`config.mk`:
```
export PLATFORM = sky130hd
export DESIGN_NAME = dpr_ram_block
export DESIGN_NICKNAME = d
export VERILOG_FILES = /design/src/verilog/dpr_pkg.sv /design/src/verilog/dpr_port_if.sv /design/src/verilog/dpr_mem_array.sv /design/src/verilog/dpr_ram_block.sv
export VERILOG_INCLUDE_DIRS = /design/src /design/src/verilog
export SDC_FILE = /design/constraint.sdc
export NUM_CORES = 1
export LEC_CHECK = 0
export BUFFER_PORTS_ARGS = -buffer_cell sky130_fd_sc_hd__buf_4
export CAP_MARGIN = 20
export CORE_ASPECT_RATIO = 1.4
export CORE_MARGIN = 2
export CORE_UTILIZATION = 40
export CTS_BUF_LIST = sky130_fd_sc_hd__clkbuf_16
export DETAILED_ROUTE_END_ITERATION = 10
export SETUP_SLACK_MARGIN = 0.3
export SLEW_MARGIN = 15
export SYNTH_ARGS = -nofsm -noshare
export SYNTH_HDL_FRONTEND = slang
export SYNTH_SLANG_ARGS = --single-unit
```
`constraint.sdc`:
```
create_clock -name clock -period 3.34 [get_ports clock]
set_input_delay 0.334 -clock clock [delete_from_list [all_inputs] [get_ports clock]]
set_output_delay 0.334 -clock clock [all_outputs]
set_load 0.01 [all_outputs]
```
`src/verilog/dpr_defs.svh`:
```
/*
  Register offsets, field positions and reset values of the dual-port RAM block.
  Assumes inclusion by bare name from the design files under verilog/.
*/
`ifndef DPR_DEFS_SVH
`define DPR_DEFS_SVH

`define DPR_CTRL_OFFSET    12'h000
`define DPR_STAT_OFFSET    12'h004

`define DPR_CTRL_MODE_BIT  0
`define DPR_CTRL_WPOL_BIT  1
`define DPR_CTRL_RPOL_BIT  2
`define DPR_CTRL_RESET     3'h0

`define DPR_STAT_WCNT_LSB  0
`define DPR_STAT_RCNT_LSB  8
`define DPR_STAT_MODE_BIT  16

`define DPR_BYTE_ROWS      32
`define DPR_INDEX_W        6
`define DPR_WORD_W         8

`endif

```
`src/verilog/dpr_pkg.sv`:
```
/*
  Types and the clock-edge helper of the dual-port RAM block.
  Assumes the defines header is compiled with it.
*/
`default_nettype none
`include "dpr_defs.svh"

package dpr_pkg;

  typedef logic [`DPR_INDEX_W-1:0] dpr_index_t;
  typedef logic [`DPR_WORD_W-1:0]  dpr_word_t;

  typedef enum logic {
    DPR_MODE_BYTE   = 1'b0,
    DPR_MODE_NIBBLE = 1'b1
  } dpr_mode_e;

  // Edge of a sampled port clock, polarity chosen by software
  function automatic logic active_edge(input logic prev, input logic cur, input logic falling);
    active_edge = falling ? (prev & ~cur) : (~prev & cur);
  endfunction : active_edge

endpackage : dpr_pkg

`default_nettype wire

```
`src/verilog/dpr_port_if.sv`:
```
/*
  Carrier between the port control logic and the memory array.
  Assumes both ends sit in the same clock domain.
*/
`default_nettype none

interface dpr_port_if;
  dpr_pkg::dpr_mode_e  mode;
  logic                wr_fire;
  dpr_pkg::dpr_index_t wr_idx;
  dpr_pkg::dpr_word_t  wr_data;
  logic                rd_fire;
  logic                rd_hold;
  dpr_pkg::dpr_index_t rd_idx;
  dpr_pkg::dpr_word_t  rd_lookup;
  dpr_pkg::dpr_word_t  rd_word;

  modport ctl (
    output mode, wr_fire, wr_idx, wr_data, rd_fire, rd_hold, rd_idx,
    input  rd_lookup, rd_word
  );
  modport mem (
    input  mode, wr_fire, wr_idx, wr_data, rd_fire, rd_hold, rd_idx,
    output rd_lookup, rd_word
  );
endinterface : dpr_port_if

`default_nettype wire

```
`src/verilog/dpr_mem_array.sv`:
```
/*
  The 256-bit storage array with nibble merge and the registered read output.
  Assumes strobes already qualified by clock edges and enables.
*/
`default_nettype none
`include "dpr_defs.svh"

module dpr_mem_array #(
  parameter int ROWS = `DPR_BYTE_ROWS
) (
  // Clock and reset
  input wire logic clock,
  input wire logic srst,
  // Port strobes and data
  dpr_port_if.mem  port
);

  if (ROWS != `DPR_BYTE_ROWS) begin : g_bad_rows
    $error("dpr_mem_array: row count must match the six-bit index");
  end

  // Storage has no reset, as in the array it models
  logic [`DPR_WORD_W-1:0] mem_reg [ROWS];
  logic [`DPR_WORD_W-1:0] rd_word_reg;

  wire             nibble   = (port.mode == dpr_pkg::DPR_MODE_NIBBLE);
  wire [4:0]       wr_row   = port.wr_idx[4:0];
  wire             wr_hi    = port.wr_idx[5];
  wire [4:0]       rd_row   = port.rd_idx[4:0];
  wire             rd_hi    = port.rd_idx[5];
  wire [7:0]       wr_old   = mem_reg[wr_row];
  wire [7:0]       rd_row_w = mem_reg[rd_row];
  wire [7:0]       wr_merge = !nibble ? port.wr_data :
                              (wr_hi ? {port.wr_data[3:0], wr_old[3:0]}
                                     : {wr_old[7:4], port.wr_data[3:0]});
  wire [3:0]       rd_nib   = rd_hi ? rd_row_w[7:4] : rd_row_w[3:0];

  assign port.rd_lookup = nibble ? {4'h0, rd_nib} : rd_row_w;
  assign port.rd_word   = rd_word_reg;

  always_ff @(posedge clock) begin
    if (port.wr_fire) begin
      mem_reg[wr_row] <= wr_merge;
    end
  end

  always_ff @(posedge clock) begin
    if (srst) begin
      rd_word_reg <= 8'h00;
    end else if (port.rd_fire && port.rd_hold) begin
      rd_word_reg <= port.rd_lookup;
    end
  end

  AST_WRITE_STORE: assert property (@(posedge clock) disable iff (srst)
    port.wr_fire && !nibble |=> mem_reg[$past(wr_row)] == $past(port.wr_data))
    else $error("written byte not stored");

  AST_NIBBLE_OTHER_KEPT: assert property (@(posedge clock) disable iff (srst)
    port.wr_fire && nibble |=>
      (($past(wr_hi) ? mem_reg[$past(wr_row)][3:0] : mem_reg[$past(wr_row)][7:4])
        == ($past(wr_hi) ? $past(wr_old[3:0]) : $past(wr_old[7:4]))))
    else $error("nibble write disturbed the other nibble");

  AST_READ_LOAD: assert property (@(posedge clock) disable iff (srst)
    port.rd_fire && port.rd_hold |=> port.rd_word == $past(port.rd_lookup))
    else $error("read output not loaded with addressed word");

  AST_READ_HOLD: assert property (@(posedge clock) disable iff (srst)
    !(port.rd_fire && port.rd_hold) |=> $stable(port.rd_word))
    else $error("read output changed without a qualified read");

  AST_NIBBLE_READ_WIDTH: assert property (@(posedge clock) disable iff (srst)
    port.rd_fire && port.rd_hold && nibble |=> port.rd_word[7:4] == 4'h0)
    else $error("nibble read drove upper data bits");

endmodule : dpr_mem_array

`default_nettype wire

```
`src/verilog/dpr_ram_block.sv`:
```
/*
  Dual-port 256-bit RAM block: write port, read port, APB control and status.
  Assumes port pins synchronous to clock; port clocks are sampled, not used as clocks.
*/
// Chosen here: register access over APB and the address map.
`default_nettype none
`include "dpr_defs.svh"

// Overview of operation
// - Holds 256 bits, set up as 32 bytes or 64 nibbles.
// - Write and read ports act independently and may act in one cycle.
// - Each port takes a six-bit index covering 64 nibble locations.
// - In byte mode the top index bit is ignored on both ports.
// - Each port has its own clock; each edge polarity is selectable.
// - Eight-bit write data in, eight-bit read data out.
// - Write port: index, block select, enable, clock, data; read port: index, output hold, enable, clock, data, no block select.
module dpr_ram_block #(
  parameter int ADDR_W = 12
) (
  // Clock and reset
  input  wire logic                      clock,
  input  wire logic                      srst,
  // APB slave
  input  wire logic                      psel,
  input  wire logic                      penable,
  input  wire logic                      pwrite,
  input  wire logic [ADDR_W-1:0]         paddr,
  input  wire logic [31:0]               pwdata,
  output var  logic [31:0]               prdata,
  output var  logic                      pready,
  output var  logic                      pslverr,
  // Write port
  input  wire logic [`DPR_INDEX_W-1:0]   write_index,
  input  wire logic                      block_select,
  input  wire logic                      write_enable,
  input  wire logic                      write_clk,
  input  wire logic [`DPR_WORD_W-1:0]    write_word,
  // Read port
  input  wire logic [`DPR_INDEX_W-1:0]   read_index,
  input  wire logic                      read_output_hold,
  input  wire logic                      read_enable,
  input  wire logic                      read_clk,
  output var  logic [`DPR_WORD_W-1:0]    read_word
);

  if (ADDR_W < 3 || ADDR_W > 32) begin : g_bad_addr
    $error("dpr_ram_block: ADDR_W must lie between 3 and 32");
  end

  logic [2:0]  ctrl_reg;
  logic [7:0]  wcnt_reg;
  logic [7:0]  rcnt_reg;
  logic [31:0] prdata_reg;
  logic        wclk_prev_reg;
  logic        rclk_prev_reg;
  logic        armed_reg;

  dpr_port_if port ();

  // APB decode; zero wait states, so pready is simply high
  wire         setup     = psel && !penable;
  wire         access    = psel && penable;
  wire         hit_ctrl  = (paddr == ADDR_W'(`DPR_CTRL_OFFSET));
  wire         hit_stat  = (paddr == ADDR_W'(`DPR_STAT_OFFSET));
  wire         mapped    = hit_ctrl || hit_stat;
  wire         ctrl_wr   = access && pwrite && hit_ctrl;
  wire [31:0]  ctrl_word = {29'h0000_0000, ctrl_reg};
  wire [31:0]  stat_word = {15'h0000, ctrl_reg[`DPR_CTRL_MODE_BIT], rcnt_reg, wcnt_reg};
  wire [31:0]  rd_mux    = hit_ctrl ? ctrl_word : (hit_stat ? stat_word : 32'h0000_0000);

  assign pready  = 1'b1;
  assign pslverr = access && !mapped;
  assign prdata  = prdata_reg;

  // Port clock edges; first cycle after reset only samples, so a clock already
  // high at release is not mistaken for a rising edge
  wire wclk_fall = ctrl_reg[`DPR_CTRL_WPOL_BIT];
  wire rclk_fall = ctrl_reg[`DPR_CTRL_RPOL_BIT];
  wire wr_edge   = armed_reg &&
                   dpr_pkg::active_edge(wclk_prev_reg, write_clk, wclk_fall);
  wire rd_edge   = armed_reg &&
                   dpr_pkg::active_edge(rclk_prev_reg, read_clk, rclk_fall);
  wire nibble    = ctrl_reg[`DPR_CTRL_MODE_BIT];

  // Byte mode forces the top index bit low, so both halves of an index alias one row
  assign port.mode    = nibble ? dpr_pkg::DPR_MODE_NIBBLE : dpr_pkg::DPR_MODE_BYTE;
  assign port.wr_fire = wr_edge && write_enable && block_select;
  assign port.wr_idx  = nibble ? write_index : {1'b0, write_index[4:0]};
  assign port.wr_data = write_word;
  assign port.rd_fire = rd_edge && read_enable;
  assign port.rd_hold = read_output_hold;
  assign port.rd_idx  = nibble ? read_index : {1'b0, read_index[4:0]};
  assign read_word    = port.rd_word;

  // Polarity applies at once; change it only while both port clocks are idle
  always_ff @(posedge clock) begin
    if (srst) begin
      ctrl_reg <= `DPR_CTRL_RESET;
    end else if (ctrl_wr) begin
      ctrl_reg <= pwdata[2:0];
    end
  end

  // Loaded in the setup cycle so the access needs no wait; status may lag one cycle
  always_ff @(posedge clock) begin
    if (srst) begin
      prdata_reg <= 32'h0000_0000;
    end else if (setup) begin
      prdata_reg <= rd_mux;
    end
  end

  // Sampled port clocks; each level must stand for at least one clock
  always_ff @(posedge clock) begin
    if (srst) begin
      wclk_prev_reg <= 1'b0;
      rclk_prev_reg <= 1'b0;
      armed_reg     <= 1'b0;
    end else begin
      wclk_prev_reg <= write_clk;
      rclk_prev_reg <= read_clk;
      armed_reg     <= 1'b1;
    end
  end

  // Counts wrap silently; software compares differences, so no saturation
  always_ff @(posedge clock) begin
    if (srst) begin
      wcnt_reg <= 8'h00;
      rcnt_reg <= 8'h00;
    end else begin
      wcnt_reg <= wcnt_reg + 8'(port.wr_fire);
      rcnt_reg <= rcnt_reg + 8'(port.rd_fire);
    end
  end

  // One array serves both ports; a read and a write of one row return the old word
  dpr_mem_array #(
    .ROWS (`DPR_BYTE_ROWS)
  ) u_array (
    .clock (clock),
    .srst  (srst),
    .port  (port.mem)
  );

  AST_WCLK_EDGE: assert property (@(posedge clock) disable iff (srst)
    port.wr_fire |-> (write_clk != $past(write_clk)) && (write_clk == !wclk_fall))
    else $error("write strobe without the selected write clock edge");

  AST_RCLK_EDGE: assert property (@(posedge clock) disable iff (srst)
    armed_reg && read_enable && read_clk == !rclk_fall && $past(read_clk) == rclk_fall
      |-> port.rd_fire)
    else $error("selected read clock edge with read enable was missed");

  AST_BLOCK_SELECT: assert property (@(posedge clock) disable iff (srst)
    !block_select || !write_enable |-> !port.wr_fire)
    else $error("write strobe while block or write enable low");

  AST_BYTE_MSB_IGNORED: assert property (@(posedge clock) disable iff (srst)
    !nibble |-> !port.wr_idx[5] && !port.rd_idx[5] && port.rd_idx[4:0] == read_index[4:0])
    else $error("top index bit used in byte mode");

  AST_CONCURRENT: assert property (@(posedge clock) disable iff (srst)
    port.wr_fire && port.rd_fire && read_output_hold && !nibble &&
      write_index[4:0] != read_index[4:0]
      |=> read_word == $past(port.rd_lookup) ##1 $stable(read_word) || $past(port.rd_fire))
    else $error("concurrent write disturbed the read");

  AST_MODE_CTRL: assert property (@(posedge clock) disable iff (srst)
    ctrl_wr |=> (port.mode == dpr_pkg::DPR_MODE_NIBBLE) == $past(pwdata[0]) &&
      wclk_fall == $past(pwdata[1]) && rclk_fall == $past(pwdata[2]))
    else $error("mode or clock polarity did not follow the control write");

  // Port strobe and index, counter and bus-side checks
  AST_NO_EARLY_EDGE: assert property (@(posedge clock) disable iff (srst)
    !armed_reg |-> !port.wr_fire && !port.rd_fire)
    else $error("port strobe in the first cycle after reset");

  AST_READ_ENABLE: assert property (@(posedge clock) disable iff (srst)
    !read_enable |-> !port.rd_fire)
    else $error("read strobe while read enable low");

  AST_NIBBLE_INDEX_KEPT: assert property (@(posedge clock) disable iff (srst)
    nibble |-> port.wr_idx == write_index && port.rd_idx == read_index)
    else $error("six-bit index altered in nibble mode");

  AST_WCNT_STEP: assert property (@(posedge clock) disable iff (srst)
    port.wr_fire |=> wcnt_reg == $past(wcnt_reg) + 8'h01)
    else $error("write count did not advance on a stored write");

  AST_RCNT_STEP: assert property (@(posedge clock) disable iff (srst)
    port.rd_fire |=> rcnt_reg == $past(rcnt_reg) + 8'h01)
    else $error("read count did not advance on a read strobe");

  AST_PRDATA_HELD: assert property (@(posedge clock) disable iff (srst)
    !(psel && !penable) |=> $stable(prdata))
    else $error("read data changed outside a setup cycle");

  AST_UNMAPPED_ERR: assert property (@(posedge clock) disable iff (srst)
    psel && penable |-> pslverr == (paddr != ADDR_W'(`DPR_CTRL_OFFSET) &&
      paddr != ADDR_W'(`DPR_STAT_OFFSET)))
    else $error("error response does not match the address map");

  AST_CTRL_ONLY_WRITE: assert property (@(posedge clock) disable iff (srst)
    psel && penable && pwrite && paddr != ADDR_W'(`DPR_CTRL_OFFSET) |=> $stable(ctrl_reg))
    else $error("control changed by a write to another address");

  // Main scenarios
  COV_NIBBLE_WRITE: cover property (@(posedge clock) disable iff (srst)
    port.wr_fire && nibble && write_index[5]);
  COV_CONCURRENT: cover property (@(posedge clock) disable iff (srst)
    port.wr_fire && port.rd_fire);
  COV_FALLING_READ: cover property (@(posedge clock) disable iff (srst)
    port.rd_fire && rclk_fall && read_output_hold);
  COV_UNMAPPED: cover property (@(posedge clock) disable iff (srst) pslverr);
  COV_FALLING_WRITE: cover property (@(posedge clock) disable iff (srst)
    port.wr_fire && wclk_fall);

endmodule : dpr_ram_block

`default_nettype wire

```
* Yosys cells after proc, flatten, opt, wreduce, memory -nomap -nowiden
Memories as Yosys holds them, arrays and structs flattened.
Cells that the tools add are included.
** Storage, ports and cells
- Bits in registers :: 62
- Memory bits (writable) :: 256
- Bits of input ports :: 75
- Output and inout bits :: 42
- Logic and storage cells :: 53
- Memories kept :: 1
** Cells by class
- Add/sub/neg operators :: 2
- Equal/unequal tests :: 3
- Multiplexer cells :: 14
- Bitwise gates (word level) :: 8
- Reduce and logical (&&, ||, !) cells :: 17
** Memories
- u_array.mem_reg :: depth 32, width 8, read ports 1, clocked after Yosys merged registers in 0, wr ports 1, line dpr_mem_array.sv:23 : logic [`DPR_WORD_W-1:0] mem_reg [ROWS];
** Operators by type and width (number)
- $mux 17 :: 2
- $mux 8 :: 3
- $add 8x1->8 :: 2
- $eq 12x3->1 const B :: 1
- $logic_not 12->1 :: 1
- $mux 6 :: 2
- $logic_and 1x1->1 :: 11
- $mux 1 :: 6
- $and 1x1->1 :: 4
- $mux 4 :: 1
- $ne 2x2->1 const B :: 2
- $not 1->1 :: 4
- $reduce_and 2->1 :: 2
- $logic_not 1->1 :: 2
- $logic_or 1x1->1 :: 1

* Longest topological paths before layout
- Word-level depth :: 9
- Gate-level depth with buffers :: 9

* Modules after synthesis
From an unflattened synthesis, not the netlist that was laid out.
** Second synthesis, totals
- Cells, all modules :: 703
- Area, all modules :: 12363.1 um^2
** By module, submodules not included
- dpr_mem_array :: times used 1, cells each 530, area each 10662.7 um^2, sequential area each 7847.5 um^2
- dpr_ram_block :: times used 1, cells each 173, area each 1700.4 um^2, sequential area each 780.7 um^2

* Least setup slack after synthesis
Ideal clock, no wire load.
- Kind :: register -> register
- From :: reg ctrl_reg[0]
- To :: mem u_array.mem_reg[0][4] in the netlist's numbering (data pin)
- Data arrival time :: 1.799 ns
- Required time :: 2.886 ns
- Slack :: 1.087 ns
- Stages on the path, launching flop included :: 3
- Path buffers :: 1
- Period minus slack after synthesis :: 2.253 ns
- Cells stage by stage :: dfxtp_1 clkbuf_1 o21ai_0
** On the way
- Word-level cells in the longest chain between the ends :: 2
** RTL lines
- from (decl) :: line dpr_ram_block.sv:50 : logic [2:0] ctrl_reg;
- from (signal assigned) :: line dpr_ram_block.sv:98 : ctrl_reg <= `DPR_CTRL_RESET;
- from (signal assigned) :: line dpr_ram_block.sv:100 : ctrl_reg <= pwdata[2:0];
- $mux 1 :: line dpr_ram_block.sv:86 : assign port.mode = nibble ? dpr_pkg::DPR_MODE_NIBBLE : dpr_pkg::DPR_MODE_BYTE;
- $mux 8 :: line dpr_mem_array.sv:33 : wire [7:0] wr_merge = !nibble ? port.wr_data :
- named net u_array.wr_merge[4] :: line dpr_mem_array.sv:33
- to (decl) :: line dpr_mem_array.sv:23
The timed path passes the listed nets, and every way through them passes these cells.

* Final worst setup path
- From :: in write_clk
- To :: mem u_array.mem_reg[3][6] in the netlist's numbering (enable)
** On the way
- Word-level cells in the longest chain between the ends :: 9
** RTL lines
- from (decl) :: line dpr_ram_block.sv:36 : input wire logic write_clk,
- $not 1->1 :: line dpr_pkg.sv:20 : active_edge = falling ? (prev & ~cur) : (~prev & cur);
- $and 1x1->1 :: line dpr_pkg.sv:20
- $mux 1 * :: line dpr_pkg.sv:20
- $logic_and 1x1->1 * :: line dpr_ram_block.sv:79 : wire wr_edge = armed_reg &&
- $logic_and 1x1->1 * (2 in series) :: line dpr_ram_block.sv:87 : assign port.wr_fire = wr_edge && write_enable && block_select;
- $mux 1 * :: line dpr_mem_array.sv:42 : if (port.wr_fire) begin
- $mux 1 (implied by the code) * :: line dpr_mem_array.sv:43 : mem_reg[wr_row] <= wr_merge;
- $reduce_and 2->1 (no line) *
Every way passes the cells marked *; elsewhere a longest branch is shown, timed or not.

==> summary.txt <==
Setup path
  • Startpoint of the worst register-to-register path: ctrl_reg[1]$_SDFFE_PP0P_
  • Type of element capturing the critical path: flop
  • Crit. path cell count: 7
  • Number of cells on the worst reg-to-reg path: 5
  • Delay of the slowest critical-path stage: approximately 0.53 ns
  • Arr. time, crit path: ~2.8 ns
  • Startpoint Class: primary input
  • Maximum fanout count along the critical path: 8
  • Family with the most delay on the worst path: simple AND/OR/NAND/NOR gates
  • Worst Path Buf+Inv: 2
  • Critical path required time: 3.54 ns
  • Source of the critical timing path: write_clk
  • Crit-path slowest cell: dlygate4sd3_1
  • Ordered cell list for the critical path: dlygate4sd3_1 -> buf_4 -> and3b_1 -> o2111ai_1 -> a21oi_1 -> nand3_1 -> nor2_1
  • Critical path class: in -> reg

Synth
  • Register bit total from synthesis: 303
  • Synthesis Warnings: 0
  • Main area contributors after synthesis: edfxtp_1 63%, mux4_2 9.5%, dfxtp_1 7.7%
  • Average footprint of a synthesized cell: around 17 µm²
  • Count of unique library cells instantiated by Yosys: 47
  • Top cell type by total area after synthesis: edfxtp_1
  • Instance count of the mapped netlist: between 700 and 800
  • Netlist area before placement: about 12000 µm²
  • Area fraction of the dominant cell type after synthesis: 0.6253
  • Fraction of the yosys area taken by sequential cells: 0.7019

Floorplanning
  • Number of placement rows: between 70 and 80
  • Core outline area: roughly 30000 µm²
  • Total Die Area: approximately 32000 µm²
  • Die width: about 150 µm
  • I/O pin count: between 100 and 150
  • Starting Density: 0.4081
  • Die Span Y: about 210 µm

Pwr
  • Fraction of power spent switching nets: 0.2083
  • Proportion of power drawn by flip-flops and latches: 0.534
  • Net switching power: between 1.5 and 2 mW
  • Part of the power in combinational logic: 0.048
  • Ratio of total power to cell area: approximately 550 nW/µm²
  • Peak supply drop: about 0.5 mV
  • Internal power contribution: ~6.1 mW
  • Leak Pwr: 4.742 nW
  • Clock power share: 0.418

Global routing
  • Largest net degree at the start of global routing: 64
  • Antenna violations before repair: 0
  • Global-route wire length before repair: around 38000 µm
  • Met1 track demand over resource in global routing: 0.1853
  • Global routing usage on met3: 0.02723
  • Global routing's busiest layer: met2
  • Number of global-route vias before repair: roughly 6.5k
  • Global-route met2 utilization: 0.2923
  • GRT Total Usage: 0.1551
  • Global route total overflow: 0

STA
  • RSZ-0062 raised after global routing: false
  • Final Max Tran Viols: 0
  • Remaining max-slew budget at the tightest pin: 0.3724
  • Final setup viols: 0
  • Final worst path period share: 0.7819
  • Hold violation total from the final report: 0
  • Maximum operating frequency: 0.3829 GHz
  • Final Critical Period: ~2.6 ns
  • Maximum clock skew at final layout: 0.01297 ns
  • Slew at the pin with the worst max-slew slack: between 0.9 and 1 ns
  • Fin Setup TNS: 0 ns

Clock network
  • Reg clk slew, reported paths: about 0.060 ns
  • Sink count of the clock tree: 303
  • Number of buffers created by CTS: 30
  • Number of buffers inserted by post-CTS setup repair: 0
  • CTS max path bufs: 3
  • CTS tree: built
  • Root cell of the clock tree: clkbuf_16
  • Max H-tree Level: 1
  • Clock latency of the later-clocked register in the worst-skew pair: between 0.5 and 0.6 ns

Status
  • Run status: finished, final reports clean

Run
  • Number of max-cap violations: 0

Drt
  • DRT Wirelength: about 25000 µm
  • Detail-routed via count per cell: about 5.3
  • First-pass iteration count of the detailed router: 5
  • Routed wire length per instance: ~21 µm
  • Drc violations: 0
  • Number of antenna-violating nets in the routed design: 0
  • Number of vias in the routed layout: around 6.4k
  • Initial drt markers: 287

Final layout
  • Final #Nets: 880
  • Area added between synthesis and finish: 14.45%
  • Final antenna diode count: 0
  • Fillcell total: between 2k and 3k
  • Post-route cell area: about 14000 µm²
  • Max reg flops: 256
  • Share of post-route cells with drive strength above 1: 0.2260

Hold path
  • Worst Hold Depth: 3
  • Path category of the worst min-delay check: in -> reg
  • Start point of the worst hold path: pwdata[1]

Placed design
  • Total half-perimeter wirelength after legalization and detailed placement: 16890 µm
  • Buffers on Ports: 71
  • Routability cong.: about 0.77
  • DP Area: 13070 µm²
power groups by stage:
stage               clock network, mW  registers (mW)  logic, mW
floorplan                           0            4.19      0.252
global placement                    0            4.19      0.362
detailed placement                  0            4.19      0.370
CTS                              3.29            4.11      0.371
global route                     3.42            4.11      0.398
finish                           3.22            4.11      0.368
cell type report:
class	count	area, µm²	share of cell area
inverters	8	30.03	0.002134
clock inverters	23	176.4	0.01254
repair buffers	79	610.6	0.04340
clock buffers	31	775.7	0.05514
flip-flops and latches	303	8628	0.6133
well taps	385	481.7	0.03424
multi-input cells	379	3367	0.2393
metal layers:
metal,wire length (µm),vias to the layer above,share of wire
met4,386,0,0.015
met5,0,-,0
met3,1383,29,0.055
met2,13640,199,0.54
li1,-,2947,-
met1,9640,3192,0.38
synth_stat cells, drive strengths merged:
master,n
nand3b,3
nand4,3
o21ai,13
conb,2
a31oi,5
and2,6
nand2,42
and4,1
or3,2
mux2i,19
buf,39
nor2,94
and3b,2
ha,4
nor2b,11
mux2,6
a21oi,12
a2111oi,4
nor3,1
o2111a,1
a22oi,7
nor3b,3
o211a,2
a211oi,1
inv,7
o2111ai,2
nor4,2
dfxtp,47
mux4,68
or3b,2
nand2b,6
xor2,8
clkbuf,13
xnor2,4
or4,1
o221ai,3
clkinv,1
nand3,18
and3,7
edfxtp,256
metrics by stage:
stage               power (mW)  hold WS (ns)  cells    util  setup WS, ns
detailed placement       4.559        0.4479   1152  0.4339        0.6267
global placement         4.550        0.4391   1151  0.4334        0.6499
finish                   7.694       0.02797   1208  0.4671        0.7285
floorplan                4.442        0.4494    742       -         1.087
CTS                      7.768      0.001621   1207  0.4658        0.7608
global route             7.921       0.02723   1208  0.4671        0.6521
timing repair:
item,4_1_cts,5_1_grt
resized for setup,0,0
hold endpoints to repair,1,0
hold buffers,1,0
layout by cell type, fill, tap and decap left out, drive strengths merged, types with 4 or more instances in the layout:
master / n
a31oi: 5
nand2: 42
dfxtp: 47
clkbuf: 31
inv: 13
o21ai: 13
buf: 78
xnor2: 4
mux2: 6
and3: 7
a2111oi: 4
nor2: 94
conb: 16
edfxtp: 256
a22oi: 7
nor2b: 11
clkinv: 13
nand3: 18
mux2i: 19
mux4: 68
xor2: 8
ha: 4
and2: 6
a21oi: 12
nand2b: 6
tightest hold or removal path: stages:
cell and delay (ns):
buf_4 0.08, mux2i_1 0.05, nor2_1 0.07
logic make-up (layout without fill, tap and decap cells):
family,count (synthesis),count (layout),share of synthesized area
DFF,303,303,0.7019
and+or+nand+nor,204,204,0.07593
muxes,93,93,0.1504
buffers and inverters,60,141,0.03155
AOI/OAI and AO/OA,50,50,0.02697
xor gates and xnor gates,12,12,0.008550
adders and majority gates,4,4,0.004071
other,2,16,0.0006109
worst paths after layout:
kind	slack, ns	endpoint
max	0.73	u_array.mem_reg[3][6]$_DFFE_PP_
min	0.03	ctrl_reg[1]$_SDFFE_PP0P_
max reg2reg	0.86	u_array.mem_reg[3][6]$_DFFE_PP_
min reg2reg	0.45	prdata[6]$_SDFFE_PP0P_
(Power assumes the default switching activity.)
